--- src/psm_pkg.sv ---
// Package: register map, field positions, reset values and serial frame layout
package psm_pkg;

    // ------------------------------------------------------------
    // Serial frame layout
    // ------------------------------------------------------------
    localparam int          FRAME_BITS     = 24;
    localparam int          HEADER_BITS    = 16;
    localparam int          ADDR_W         = 14;
    localparam int          DATA_W         = 8;
    localparam int          CNT_W          = 5;
    localparam int          RD_BIT         = 23;
    localparam int          BANK_BIT       = 22;
    localparam logic [4:0]  HDR_LAST_CNT   = 5'h0F;
    localparam logic [4:0]  FRAME_LAST_CNT = 5'h17;

    // ------------------------------------------------------------
    // Register offsets
    // ------------------------------------------------------------
    localparam logic [13:0] ADDR_SOFT_RESET  = 14'h0000;
    localparam logic [13:0] ADDR_PAGE_SELECT = 14'h0011;
    localparam logic [13:0] ADDR_M1_CONV     = 14'h0020;
    localparam logic [13:0] ADDR_M1_BUF      = 14'h0021;
    localparam logic [13:0] ADDR_M2_CONV     = 14'h0023;
    localparam logic [13:0] ADDR_M2_BUF      = 14'h0024;
    localparam logic [13:0] ADDR_GLOBAL_CTRL = 14'h0026;
    localparam logic [13:0] ADDR_GROUP_APPLY = 14'h0055;

    // ------------------------------------------------------------
    // Page codes
    // ------------------------------------------------------------
    localparam logic [7:0]  PAGE_MASTER    = 8'h80;
    localparam logic [7:0]  PAGE_CONVERTER = 8'h0F;

    // ------------------------------------------------------------
    // Reset values and writable-bit masks
    // ------------------------------------------------------------
    localparam logic [7:0]  RESET_VALUE    = 8'h00;
    localparam logic [7:0]  CONV_MASK      = 8'hFF;
    localparam logic [7:0]  BUF_MASK       = 8'hF0;
    localparam logic [7:0]  CTRL_MASK      = 8'hE0;
    localparam logic [7:0]  APPLY_MASK     = 8'h10;

    // ------------------------------------------------------------
    // Field positions
    // ------------------------------------------------------------
    localparam int          SLEEP_REQ_BIT   = 7;
    localparam int          IGNORE_PIN_BIT  = 6;
    localparam int          GROUP_SEL_BIT   = 5;
    localparam int          GROUP_APPLY_BIT = 4;
    localparam int          SWRST_HI_BIT    = 7;
    localparam int          SWRST_LO_BIT    = 0;

    // ------------------------------------------------------------
    // Frame state
    // ------------------------------------------------------------
    typedef enum logic [1:0]
    {
        PSM_IDLE  = 2'h0,
        PSM_SHIFT = 2'h1,
        PSM_DONE  = 2'h3
    } psm_state_type;

endpackage : psm_pkg

--- src/psm_page_sleep.sv ---
// Top: serial configuration port, page select and sleep-mask registers
`timescale 1ns/10ps
`default_nettype none

// What this block does
// - Page register: 80h master, 0Fh converter page
// - Digital pages use bank flag, not page
// - Two masks kept, applied by 55h bit
// - Mask choice from 26h bit 5
// - First mask lives at 20h and 21h
// - Second mask lives at 23h and 24h
// - Converter sleep nibbles, pairs AB and CD
// - Buffer sleep fields, pair AB bits 5-4, pair CD bits 7-6
// - Mask registers reachable only on master page
// - 26h: request, pin ignore, choice; rest zero
// - Chip sleep request needs pin ignore set first
// - Pin ignored while pin-ignore bit set
// - Choice 0 first mask, 1 second mask
// - Apply bit powers down selected mask blocks

module psm_page_sleep
(
    input  wire logic       clk,
    input  wire logic       sys_rst,
    input  wire logic       cfg_sel_n,
    input  wire logic       cfg_sclk,
    input  wire logic       cfg_sdin,
    input  wire logic       sleep_pin,
    output var  logic       cfg_sdout,
    output var  logic       cfg_sdout_oe,
    output var  logic [3:0] converter_sleep_first_pair,
    output var  logic [3:0] converter_sleep_second_pair,
    output var  logic [1:0] input_buffer_sleep_first_pair,
    output var  logic [1:0] input_buffer_sleep_second_pair,
    output var  logic       chip_sleep,
    output var  logic       converter_page_selected
);

    // ------------------------------------------------------------
    // Pin synchronisers
    // ------------------------------------------------------------
    logic sel_n_s;
    logic sclk_s;
    logic sdin_s;
    logic pin_s;

    psm_sync #(.INIT(1'b1)) u_sync_sel   (.clk(clk), .sys_rst(sys_rst),
                                          .pin_in(cfg_sel_n), .pin_out(sel_n_s));
    psm_sync #(.INIT(1'b0)) u_sync_sclk  (.clk(clk), .sys_rst(sys_rst),
                                          .pin_in(cfg_sclk), .pin_out(sclk_s));
    psm_sync #(.INIT(1'b0)) u_sync_sdin  (.clk(clk), .sys_rst(sys_rst),
                                          .pin_in(cfg_sdin), .pin_out(sdin_s));
    psm_sync #(.INIT(1'b0)) u_sync_sleep (.clk(clk), .sys_rst(sys_rst),
                                          .pin_in(sleep_pin), .pin_out(pin_s));

    // ------------------------------------------------------------
    // Edge detection
    // ------------------------------------------------------------
    logic sclk_d_reg;
    wire  sclk_rise = sclk_s & ~sclk_d_reg;
    wire  sclk_fall = ~sclk_s & sclk_d_reg;

    always_ff @(posedge clk)
    begin
        if (sys_rst)
            sclk_d_reg <= 1'b0;
        else
            sclk_d_reg <= sclk_s;
    end

    // ------------------------------------------------------------
    // Frame state
    // ------------------------------------------------------------
    psm_pkg::psm_state_type       state_reg;
    logic [psm_pkg::CNT_W-1:0]    count_reg;
    logic [psm_pkg::FRAME_BITS-2:0] shift_reg;
    logic [psm_pkg::DATA_W-1:0]   rd_shift_reg;
    logic                         reading_reg;

    wire [psm_pkg::FRAME_BITS-1:0] full_frame = {shift_reg, sdin_s};
    wire [psm_pkg::HEADER_BITS-1:0] hdr = {shift_reg[psm_pkg::HEADER_BITS-2:0], sdin_s};
    wire bit_take   = (state_reg == psm_pkg::PSM_SHIFT) & sclk_rise;
    wire hdr_done   = bit_take & (count_reg == psm_pkg::HDR_LAST_CNT);
    wire frame_done = bit_take & (count_reg == psm_pkg::FRAME_LAST_CNT);

    // ------------------------------------------------------------
    // Register state
    // ------------------------------------------------------------
    logic [7:0] page_reg;
    logic [7:0] m1_conv_reg;
    logic [7:0] m1_buf_reg;
    logic [7:0] m2_conv_reg;
    logic [7:0] m2_buf_reg;
    logic [7:0] ctrl_reg;
    logic [7:0] apply_reg;

    // ------------------------------------------------------------
    // Address decode
    // ------------------------------------------------------------
    wire        hdr_bank = hdr[psm_pkg::BANK_BIT - psm_pkg::DATA_W];
    wire [13:0] hdr_addr = hdr[psm_pkg::ADDR_W-1:0];
    wire        hdr_rd   = hdr[psm_pkg::RD_BIT - psm_pkg::DATA_W];
    wire        on_master = (page_reg == psm_pkg::PAGE_MASTER);

    wire        wr_bank  = full_frame[psm_pkg::BANK_BIT];
    wire        wr_rd    = full_frame[psm_pkg::RD_BIT];
    wire [13:0] wr_addr  = full_frame[psm_pkg::DATA_W +: psm_pkg::ADDR_W];
    wire [7:0]  wr_data  = full_frame[psm_pkg::DATA_W-1:0];
    wire        wr_go    = frame_done & ~wr_rd & ~wr_bank;
    wire        wr_mst   = wr_go & on_master;

    wire wr_page  = wr_go & (wr_addr == psm_pkg::ADDR_PAGE_SELECT);
    wire wr_m1c   = wr_mst & (wr_addr == psm_pkg::ADDR_M1_CONV);
    wire wr_m1b   = wr_mst & (wr_addr == psm_pkg::ADDR_M1_BUF);
    wire wr_m2c   = wr_mst & (wr_addr == psm_pkg::ADDR_M2_CONV);
    wire wr_m2b   = wr_mst & (wr_addr == psm_pkg::ADDR_M2_BUF);
    wire wr_ctrl  = wr_mst & (wr_addr == psm_pkg::ADDR_GLOBAL_CTRL);
    wire wr_apply = wr_mst & (wr_addr == psm_pkg::ADDR_GROUP_APPLY);
    wire soft_rst = wr_go & (wr_addr == psm_pkg::ADDR_SOFT_RESET)
                  & wr_data[psm_pkg::SWRST_HI_BIT] & wr_data[psm_pkg::SWRST_LO_BIT];

    // Chip sleep request accepted only once pin ignore is already set
    wire [7:0] ctrl_next = (wr_data & psm_pkg::CTRL_MASK &
                            ~(8'h80 & {8{~ctrl_reg[psm_pkg::IGNORE_PIN_BIT]}}));

    // ------------------------------------------------------------
    // Read mux
    // ------------------------------------------------------------
    wire rd_local = ~hdr_bank;
    wire rd_mst   = rd_local & on_master;
    wire [7:0] rd_mux =
        (rd_local & hdr_addr == psm_pkg::ADDR_PAGE_SELECT) ? page_reg    :
        (rd_mst   & hdr_addr == psm_pkg::ADDR_M1_CONV)     ? m1_conv_reg :
        (rd_mst   & hdr_addr == psm_pkg::ADDR_M1_BUF)      ? m1_buf_reg  :
        (rd_mst   & hdr_addr == psm_pkg::ADDR_M2_CONV)     ? m2_conv_reg :
        (rd_mst   & hdr_addr == psm_pkg::ADDR_M2_BUF)      ? m2_buf_reg  :
        (rd_mst   & hdr_addr == psm_pkg::ADDR_GLOBAL_CTRL) ? ctrl_reg    :
        (rd_mst   & hdr_addr == psm_pkg::ADDR_GROUP_APPLY) ? apply_reg   :
                                                             psm_pkg::RESET_VALUE;

    // ------------------------------------------------------------
    // Frame sequencer
    // ------------------------------------------------------------
    always_ff @(posedge clk)
    begin
        if (sys_rst | sel_n_s)
        begin
            state_reg   <= psm_pkg::PSM_IDLE;
            count_reg   <= '0;
            shift_reg   <= '0;
            reading_reg <= 1'b0;
        end
        else
        begin
            case (state_reg)
                psm_pkg::PSM_IDLE:
                begin
                    state_reg <= psm_pkg::PSM_SHIFT;
                    count_reg <= '0;
                end
                psm_pkg::PSM_SHIFT:
                begin
                    if (sclk_rise)
                    begin
                        shift_reg <= full_frame[psm_pkg::FRAME_BITS-2:0];
                        count_reg <= count_reg + 5'h01;
                    end
                    if (hdr_done)
                        reading_reg <= hdr_rd;
                    if (frame_done)
                        state_reg <= psm_pkg::PSM_DONE;
                end
                psm_pkg::PSM_DONE:
                    state_reg <= psm_pkg::PSM_DONE;
                default:
                    state_reg <= psm_pkg::PSM_IDLE;
            endcase
        end
    end

    // ------------------------------------------------------------
    // Read data out, launched on falling edges
    // ------------------------------------------------------------
    always_ff @(posedge clk)
    begin
        if (sys_rst | sel_n_s)
        begin
            rd_shift_reg <= '0;
            cfg_sdout    <= 1'b0;
            cfg_sdout_oe <= 1'b0;
        end
        else if (hdr_done)
        begin
            rd_shift_reg <= rd_mux;
            cfg_sdout_oe <= hdr_rd;
        end
        else if (sclk_fall & reading_reg & (state_reg == psm_pkg::PSM_SHIFT))
        begin
            cfg_sdout    <= rd_shift_reg[psm_pkg::DATA_W-1];
            rd_shift_reg <= {rd_shift_reg[psm_pkg::DATA_W-2:0], 1'b0};
        end
    end

    // ------------------------------------------------------------
    // Register file
    // ------------------------------------------------------------
    wire reg_clear = sys_rst | soft_rst;

    always_ff @(posedge clk)
    begin
        if (reg_clear)
            page_reg <= psm_pkg::RESET_VALUE;
        else if (wr_page)
            page_reg <= wr_data;
    end

    always_ff @(posedge clk)
    begin
        if (reg_clear)
            m1_conv_reg <= psm_pkg::RESET_VALUE;
        else if (wr_m1c)
            m1_conv_reg <= wr_data & psm_pkg::CONV_MASK;
    end

    always_ff @(posedge clk)
    begin
        if (reg_clear)
            m1_buf_reg <= psm_pkg::RESET_VALUE;
        else if (wr_m1b)
            m1_buf_reg <= wr_data & psm_pkg::BUF_MASK;
    end

    always_ff @(posedge clk)
    begin
        if (reg_clear)
            m2_conv_reg <= psm_pkg::RESET_VALUE;
        else if (wr_m2c)
            m2_conv_reg <= wr_data & psm_pkg::CONV_MASK;
    end

    always_ff @(posedge clk)
    begin
        if (reg_clear)
            m2_buf_reg <= psm_pkg::RESET_VALUE;
        else if (wr_m2b)
            m2_buf_reg <= wr_data & psm_pkg::BUF_MASK;
    end

    always_ff @(posedge clk)
    begin
        if (reg_clear)
            ctrl_reg <= psm_pkg::RESET_VALUE;
        else if (wr_ctrl)
            ctrl_reg <= ctrl_next;
    end

    always_ff @(posedge clk)
    begin
        if (reg_clear)
            apply_reg <= psm_pkg::RESET_VALUE;
        else if (wr_apply)
            apply_reg <= wr_data & psm_pkg::APPLY_MASK;
    end

    // ------------------------------------------------------------
    // Sleep outputs
    // ------------------------------------------------------------
    wire       choice  = ctrl_reg[psm_pkg::GROUP_SEL_BIT];
    wire       apply   = apply_reg[psm_pkg::GROUP_APPLY_BIT];
    wire [7:0] sel_cnv = choice ? m2_conv_reg : m1_conv_reg;
    wire [7:0] sel_buf = choice ? m2_buf_reg  : m1_buf_reg;
    wire       ignore  = ctrl_reg[psm_pkg::IGNORE_PIN_BIT];
    wire       sleep_now = ignore ? ctrl_reg[psm_pkg::SLEEP_REQ_BIT] : pin_s;

    always_ff @(posedge clk)
    begin
        if (sys_rst)
        begin
            converter_sleep_first_pair     <= '0;
            converter_sleep_second_pair    <= '0;
            input_buffer_sleep_first_pair  <= '0;
            input_buffer_sleep_second_pair <= '0;
        end
        else
        begin
            converter_sleep_first_pair     <= apply ? sel_cnv[7:4] : 4'h0;
            converter_sleep_second_pair    <= apply ? sel_cnv[3:0] : 4'h0;
            input_buffer_sleep_first_pair  <= apply ? sel_buf[5:4] : 2'h0;
            input_buffer_sleep_second_pair <= apply ? sel_buf[7:6] : 2'h0;
        end
    end

    always_ff @(posedge clk)
    begin
        if (sys_rst)
        begin
            chip_sleep              <= 1'b0;
            converter_page_selected <= 1'b0;
        end
        else
        begin
            chip_sleep              <= sleep_now;
            converter_page_selected <= (page_reg == psm_pkg::PAGE_CONVERTER);
        end
    end

endmodule : psm_page_sleep

`default_nettype wire

--- src/psm_sync.sv ---
// Two-flip-flop synchroniser for one pin
`timescale 1ns/10ps
`default_nettype none

module psm_sync
#(
    parameter logic INIT = 1'b0
)
(
    input  wire logic clk,
    input  wire logic sys_rst,
    input  wire logic pin_in,
    output var  logic pin_out
);

    logic stage1_reg;

    always_ff @(posedge clk)
    begin
        if (sys_rst)
        begin
            stage1_reg <= INIT;
            pin_out    <= INIT;
        end
        else
        begin
            stage1_reg <= pin_in;
            pin_out    <= stage1_reg;
        end
    end

endmodule : psm_sync

`default_nettype wire

--- config.mk ---
export PLATFORM = sky130hd
export DESIGN_NAME = psm_page_sleep
export DESIGN_NICKNAME = d
export VERILOG_FILES = /design/src/psm_pkg.sv /design/src/psm_page_sleep.sv /design/src/psm_sync.sv
export SDC_FILE = /design/constraint.sdc
export NUM_CORES = 1
export LEC_CHECK = 0
export BUFFER_PORTS_ARGS = -buffer_cell sky130_fd_sc_hd__buf_2
export CORE_MARGIN = 2
export CORE_UTILIZATION = 29
export DETAILED_ROUTE_END_ITERATION = 16
export SKIP_LAST_GASP = 1
export SLEW_MARGIN = 30
export SYNTH_ARGS = -nofsm -noshare
export SYNTH_HDL_FRONTEND = slang
export SYNTH_HIERARCHICAL = 1
export SYNTH_SLANG_ARGS = --single-unit
--- constraint.sdc ---
create_clock -name clk -period 5 [get_ports clk]
set_input_delay 0.25 -clock clk [delete_from_list [all_inputs] [get_ports clk]]
set_output_delay 0.25 -clock clk [all_outputs]
set_load 0.05 [all_outputs]
# Word-level counts from Yosys, hierarchy flattened
# Index checks and enable logic that the tools add are counted.
[word_totals] ff_bits=105 latchBits=0 mem_bits_rw=0 romBits=0 inputBits=6 output_inout_bits=16 word_cells=117 memories=0
[classes] addsub=1 n_mul=0 div=0 order_cmp=0 n_eq_ne=22 shift=0 muxes=16 bitwise_logic=40 n_reduce_logical=9
[op_table] op="== test 14 x 6 -> 1 bit, second input constant" count=10
[op_table] op="2-to-1 mux 8 bit" count=10
[op_table] op="bitwise AND 1 bit" count=28
[op_table] op="== test 14 x 5 -> 1 bit, second input constant" count=2
[op_table] op="== test 14 x 7 -> 1 bit, second input constant" count=2
[op_table] op="zero test 14 bit" count=1
[op_table] op="2-to-1 mux 5 bit" count=2
[op_table] op="case mux 5 bit (2 select lines)" count=1
[op_table] op="bitwise AND 8 bit" count=1
[op_table] op="== test 8 x 4 -> 1 bit, second input constant" count=1
[op_table] op="== test 8 bit, second input constant" count=1
[op_table] op="NOT 1 bit" count=8
[op_table] op="NOT 8 bit" count=1
[op_table] op="AND reduction 2 bit" count=4
[op_table] op="case mux 2 bit (3 select lines)" count=1
[op_table] op="adder 5 x 1 -> 5 bit, second input constant" count=1
[op_table] op="== test 5 x 4 -> 1 bit, second input constant" count=1
[op_table] op="== test 5 bit, second input constant" count=1
[op_table] op="inequality test 2 bit, second input constant" count=2
[op_table] op="nonzero test 2 bit" count=2
[op_table] op="== test 2 x 1 -> 1 bit, second input constant" count=1
[op_table] op="== test 2 bit, second input constant" count=1
[op_table] op="zero test 2 bit" count=1
[op_table] op="2-to-1 mux 2 bit" count=1
[op_table] op="3 further kinds" count=4

# Depth between registers and ports, before layout
[depth] ltp_word=11 ltp_mapped=8

# Modules after synthesis
# Netlist, hierarchy kept.
[modules_own_cells] mod="psm_page_sleep" n_inst=1 cells_per_inst=486 area_each_um2=4167.7 seq_area_each_um2=1841.8
[modules_own_cells] mod="psm_sync" n_inst=4 cells_per_inst=4 area_each_um2=52.6 seq_area_each_um2=40.0

# Worst setup path before layout
# OpenSTA, ideal clock, no wires.
[synth_path] path_kind="flip-flop to flip-flop" start="register shift_reg[8] in the netlist's numbering" end="register page_reg[0]" setup_ps=115 arrival_time_ps=2108 t_required_ps=4885 path_slack_ps=2777 stages_incl_launch_ff=7 n_path_buf=1 cell_sequence="dfxtp_1 -> buf_6 -> or4b_4 -> or4b_4 -> nor3_4 -> mux2i_1 -> nor2_2"
[synth_via] elab_chain_len=5 elab_cells_between_ends=7 cone_classes="eq/ne (1); bitwise (5); reduce/logical (1)"
[synth_rtl] item="from (decl)" line="psm_page_sleep.sv:76" source="logic [psm_pkg::FRAME_BITS-2:0] shift_reg;"
[synth_rtl] item="from (signal assigned)" line="psm_page_sleep.sv:165" source="shift_reg <= full_frame[psm_pkg::FRAME_BITS-2:0];"
[synth_rtl] item="zero test 14 bit" line="psm_page_sleep.sv:119" source="wire soft_rst = wr_go & (wr_addr == psm_pkg::ADDR_SOFT_RESET)"
[synth_rtl] item="bitwise AND 1 bit" line="psm_page_sleep.sv:119"
[synth_rtl] item="bitwise AND 1 bit (2 in a row)" line="psm_page_sleep.sv:120" source="& wr_data[psm_pkg::SWRST_HI_BIT] & wr_data[psm_pkg::SWRST_LO_BIT];"
[synth_rtl] item="OR 1 bit" line="psm_page_sleep.sv:207" source="wire reg_clear = sys_rst | soft_rst;"
[synth_rtl] item="to (signal assigned)" line="psm_page_sleep.sv:212" source="page_reg <= psm_pkg::RESET_VALUE;"
[synth_rtl] item="to (signal assigned)" line="psm_page_sleep.sv:214" source="page_reg <= wr_data;"
[synth_rtl] item="to (decl)" line="psm_page_sleep.sv:89" source="logic [7:0] page_reg;"
# Several ways; a longest one is shown, not always the timed one.
# A chain may end at the register's enable or synchronous reset.

# Worst setup path in the final report
[layout_path] start="register shift_reg[14] in the netlist's numbering" end="register m1_buf_reg[5]"
[layout_via] elab_chain_len=5 elab_cells_between_ends=7 cone_classes="eq/ne (1); bitwise (5); reduce/logical (1)"
[layout_rtl] item="zero test 14 bit" line="psm_page_sleep.sv:119"
[layout_rtl] item="bitwise AND 1 bit" line="psm_page_sleep.sv:119"
[layout_rtl] item="bitwise AND 1 bit (2 in a row)" line="psm_page_sleep.sv:120"
[layout_rtl] item="OR 1 bit" line="psm_page_sleep.sv:207"
[layout_rtl] item="to (signal assigned)" line="psm_page_sleep.sv:228" source="m1_buf_reg <= psm_pkg::RESET_VALUE;"
[layout_rtl] item="to (signal assigned)" line="psm_page_sleep.sv:230" source="m1_buf_reg <= wr_data & psm_pkg::BUF_MASK;"
[layout_rtl] item="to (decl)" line="psm_page_sleep.sv:91" source="logic [7:0] m1_buf_reg;"
# Several ways; a longest one is shown, not always the timed one.

==> impl_results.md <==
* Status: completed
* Clk_skew at 0.0126 ns
* Clock share of power at 45.6%
* Buf+Inv Stages, Crit Path at 1
* Post-CTS Setup Bufs at 0
* Antenna diode count at 0
* DIE AREA at 0.0161 sq mm
* Synth area leaders: dfxtp_1, a21oi_1, mux2i_1
* Most frequent cell after synthesis: dfxtp_1
* Placed Area at 0.00457 sq mm
* Seq cells post-synth at 100
* Final Power at 1.51 mW
* Slowest library cell on the worst path: or4b_4
* Crit path max-delay family: simple AND/OR/NAND/NOR gates
* Top Ports at 22
* Slew @ Worst Pin at 0.806 ns
* Mean Syn Cell Area at 8.72 sq um
* Clock-pin slew on the worst setup and hold paths at 0.06 ns
* Final ANT Viol Nets at 0
* Max rail drop VDD at 0.000138 V
* Final setup violation count at 0
* CP Capture Type: flip-flop
* Max_slew headroom at 46.2%
* Reg2reg setup slack at 2.41 ns
* Global route overflow at 0
* Maximum achievable frequency at 0.387 GHz
* DRT iter0 DRCs at 238
* Hold Fails Final Rpt at 0
* Most frequent cells after synthesis: dfxtp_1, a21oi_1, nand2_1
* Initial antenna violation count at 0
* Number of global-route vias before repair at 3392
* Row count at 44
* Vias at 3618
* Largest net degree at the start of global routing at 37
* Finished Cell Area at 0.00488 sq mm
* Clk root buf: clkbuf_16
* Psw at 0.319 mW
* WL/cell at 15.3 um
* Logic pwr share at 1.3%
* Leakage at 1.55 nW
* Final nets at 509
* Syn Std Cell Area at 0.00438 sq mm
* RSZ-0062 raised after global routing: no
* Resize count post-CTS at 0
* Slew Viols, Final at 0
* Initial core utilization at 29.9%
* Critical path type: reg -> reg
* Placement Setup Slack at 2.09 ns
* Register area share after synthesis at 45.7%
* CP Max Fanout at 16
* Final GP Congestion at 0.884
* 1st-pass router iterations at 5
* GR Util All Layers at 13.4%
* Port-buffer cells at 21
* Tmin final at 2.59 ns
* Crit path cell chain: or4_4 > or4b_4 > nor4b_4 > buf_4 > nand4_1 > a21oi_1
* Mean number of vias per cell at 5.24
* Clock sinks at 100
* TritonCTS clock tree: done
* Hold crit path type: in -> reg
* Max FFs per register at 23
* Clock Latency Late Sink at 0.35 ns
* Share of cells above drive strength 1 at 13.4%
* PnR worst setup slack at 2.41 ns
* Post-route DRC violation count at 0
* Most used DFF post-synth: dfxtp_1
* Internal Pwr Total at 1.19 mW
* Placed insts at 672
* Non-Filler Instances at 690
* Max incr delay on CP at 0.58 ns
* Sw Ratio at 21.1%
* DP Wirelength at 7.05 mm
* Core area at 0.0146 sq mm
* Startpoint types: flip-flop
* Pwr/cell area at 310 mW/mm^2
* WP data required at 5.27 ns
* DIE WIDTH at 127 um
* Max clock buf depth at 2
* # Max-Cap Violations at 0
* Num CTS Buffers at 9
* Syn Inst Count at 502
* H-tree lvl count at 3
* Total wire length at 10.6 mm
* Ys Warns at 6
* Hold buffer count at cts at 0
* Setup Total Neg Slack at 0 ns
* Synthesis-to-finish area growth at 11.5%
* Post-synth EDFFs at 0
* Synth unique cells at 56
* Crit path DAT at 2.85 ns
* Yosys top cell area share at 45.7%
* Synthesized netlist net count at 510
* Global-route wire length before repair at 17.2 mm
* Asr flop ratio synth at 0%
* Synth area leader: dfxtp_1
* Fin crit share at 51.7%
* Sequential share of power at 53.1%
* Die Ht at 127 um
## worst paths after layout
kind                                       startpoint                    end  cells after the start
worst max-delay path                    shift_reg[14]          m1_buf_reg[5]                      6
worst min register to register  u_sync_sel/stage1_reg     u_sync_sel/pin_out                      1
worst min-delay path                        cfg_sel_n  u_sync_sel/stage1_reg                      2
worst max register to register          shift_reg[14]          m1_buf_reg[5]                      6
## worst register-to-register path, delay by kind of cell, from the launching register on
kind | cells | cell delay [ns]
buffers and inverters | 1 | 0.29
AO/OA/AOI/OAI | 1 | 0.19
AND/OR/NAND/NOR | 4 | 1.68
flip-flops | 1 | 0.35
## kinds of logic after synthesis
| logic type | count (synthesis) | share of synthesized area (%) |
|---|---|---|
| multiplexers | 34 | 7.86 |
| AO/OA/AOI/OAI | 122 | 15.7 |
| buffers and inverters | 41 | 4.46 |
| adder cells (fa/ha/maj) | 2 | 0.572 |
| flip-flops | 100 | 45.7 |
| AND/OR/NAND/NOR | 203 | 25.7 |
## per-layer routing
metal / part of all wire [%] / vias to the layer above / GRT usage (%) / wire length (um)
met5: 0 / - / 0 / 0
met4: 2.8 / 0 / 6.92 / 296
met3: 4.0 / 18 / 2.53 / 423
met2: 47 / 75 / 21.2 / 4970
met1: 46 / 1732 / 17.3 / 4890
li1: - / 1793 / - / -
## cell usage in the layout (no fill, tap or decap), types with 9 or more instances in the layout
master	synthesis	final
dfxtp_1	100	100
a21oi_1	63	63
nand2_1	59	59
nor2_1	34	34
o21ai_0	32	32
mux2i_1	31	31
nand3_1	22	22
buf_2	11	21
nor2b_1	9	9
nand4b_1	9	9
clkbuf_16	0	9
## cell type report
type	instances	area, sq um
Fill cell	1530	9760
Tap cell	184	230
Clock inverter	6	65.1
Multi-Input combinational cell	361	2200
Clock buffer	10	229
Inverter	2	7.51
Sequential cell	100	2000
Timing Repair Buffer	27	154
## per-stage QoR
stage,hold slack [ns],utilization [%]
after floorplan,0.322,-
after global placement,0.396,31.2
after detailed placement,0.396,31.2
after CTS,0.0679,33.2
after global routing,0.0769,33.3
final,0.0777,33.3
## power groups by stage
stage / Combinational (mW) / Clock (mW) / Sequential, mW
2_1_floorplan: 0.0139 / 0 / 0.820
5_1_grt: 0.0218 / 0.741 / 0.803
3_3_place_gp: 0.0201 / 0 / 0.821
4_1_cts: 0.0202 / 0.706 / 0.803
3_5_place_dp: 0.0201 / 0 / 0.821
6_report: 0.0201 / 0.690 / 0.803
Note: power is estimated with default switching activity, not from simulation.
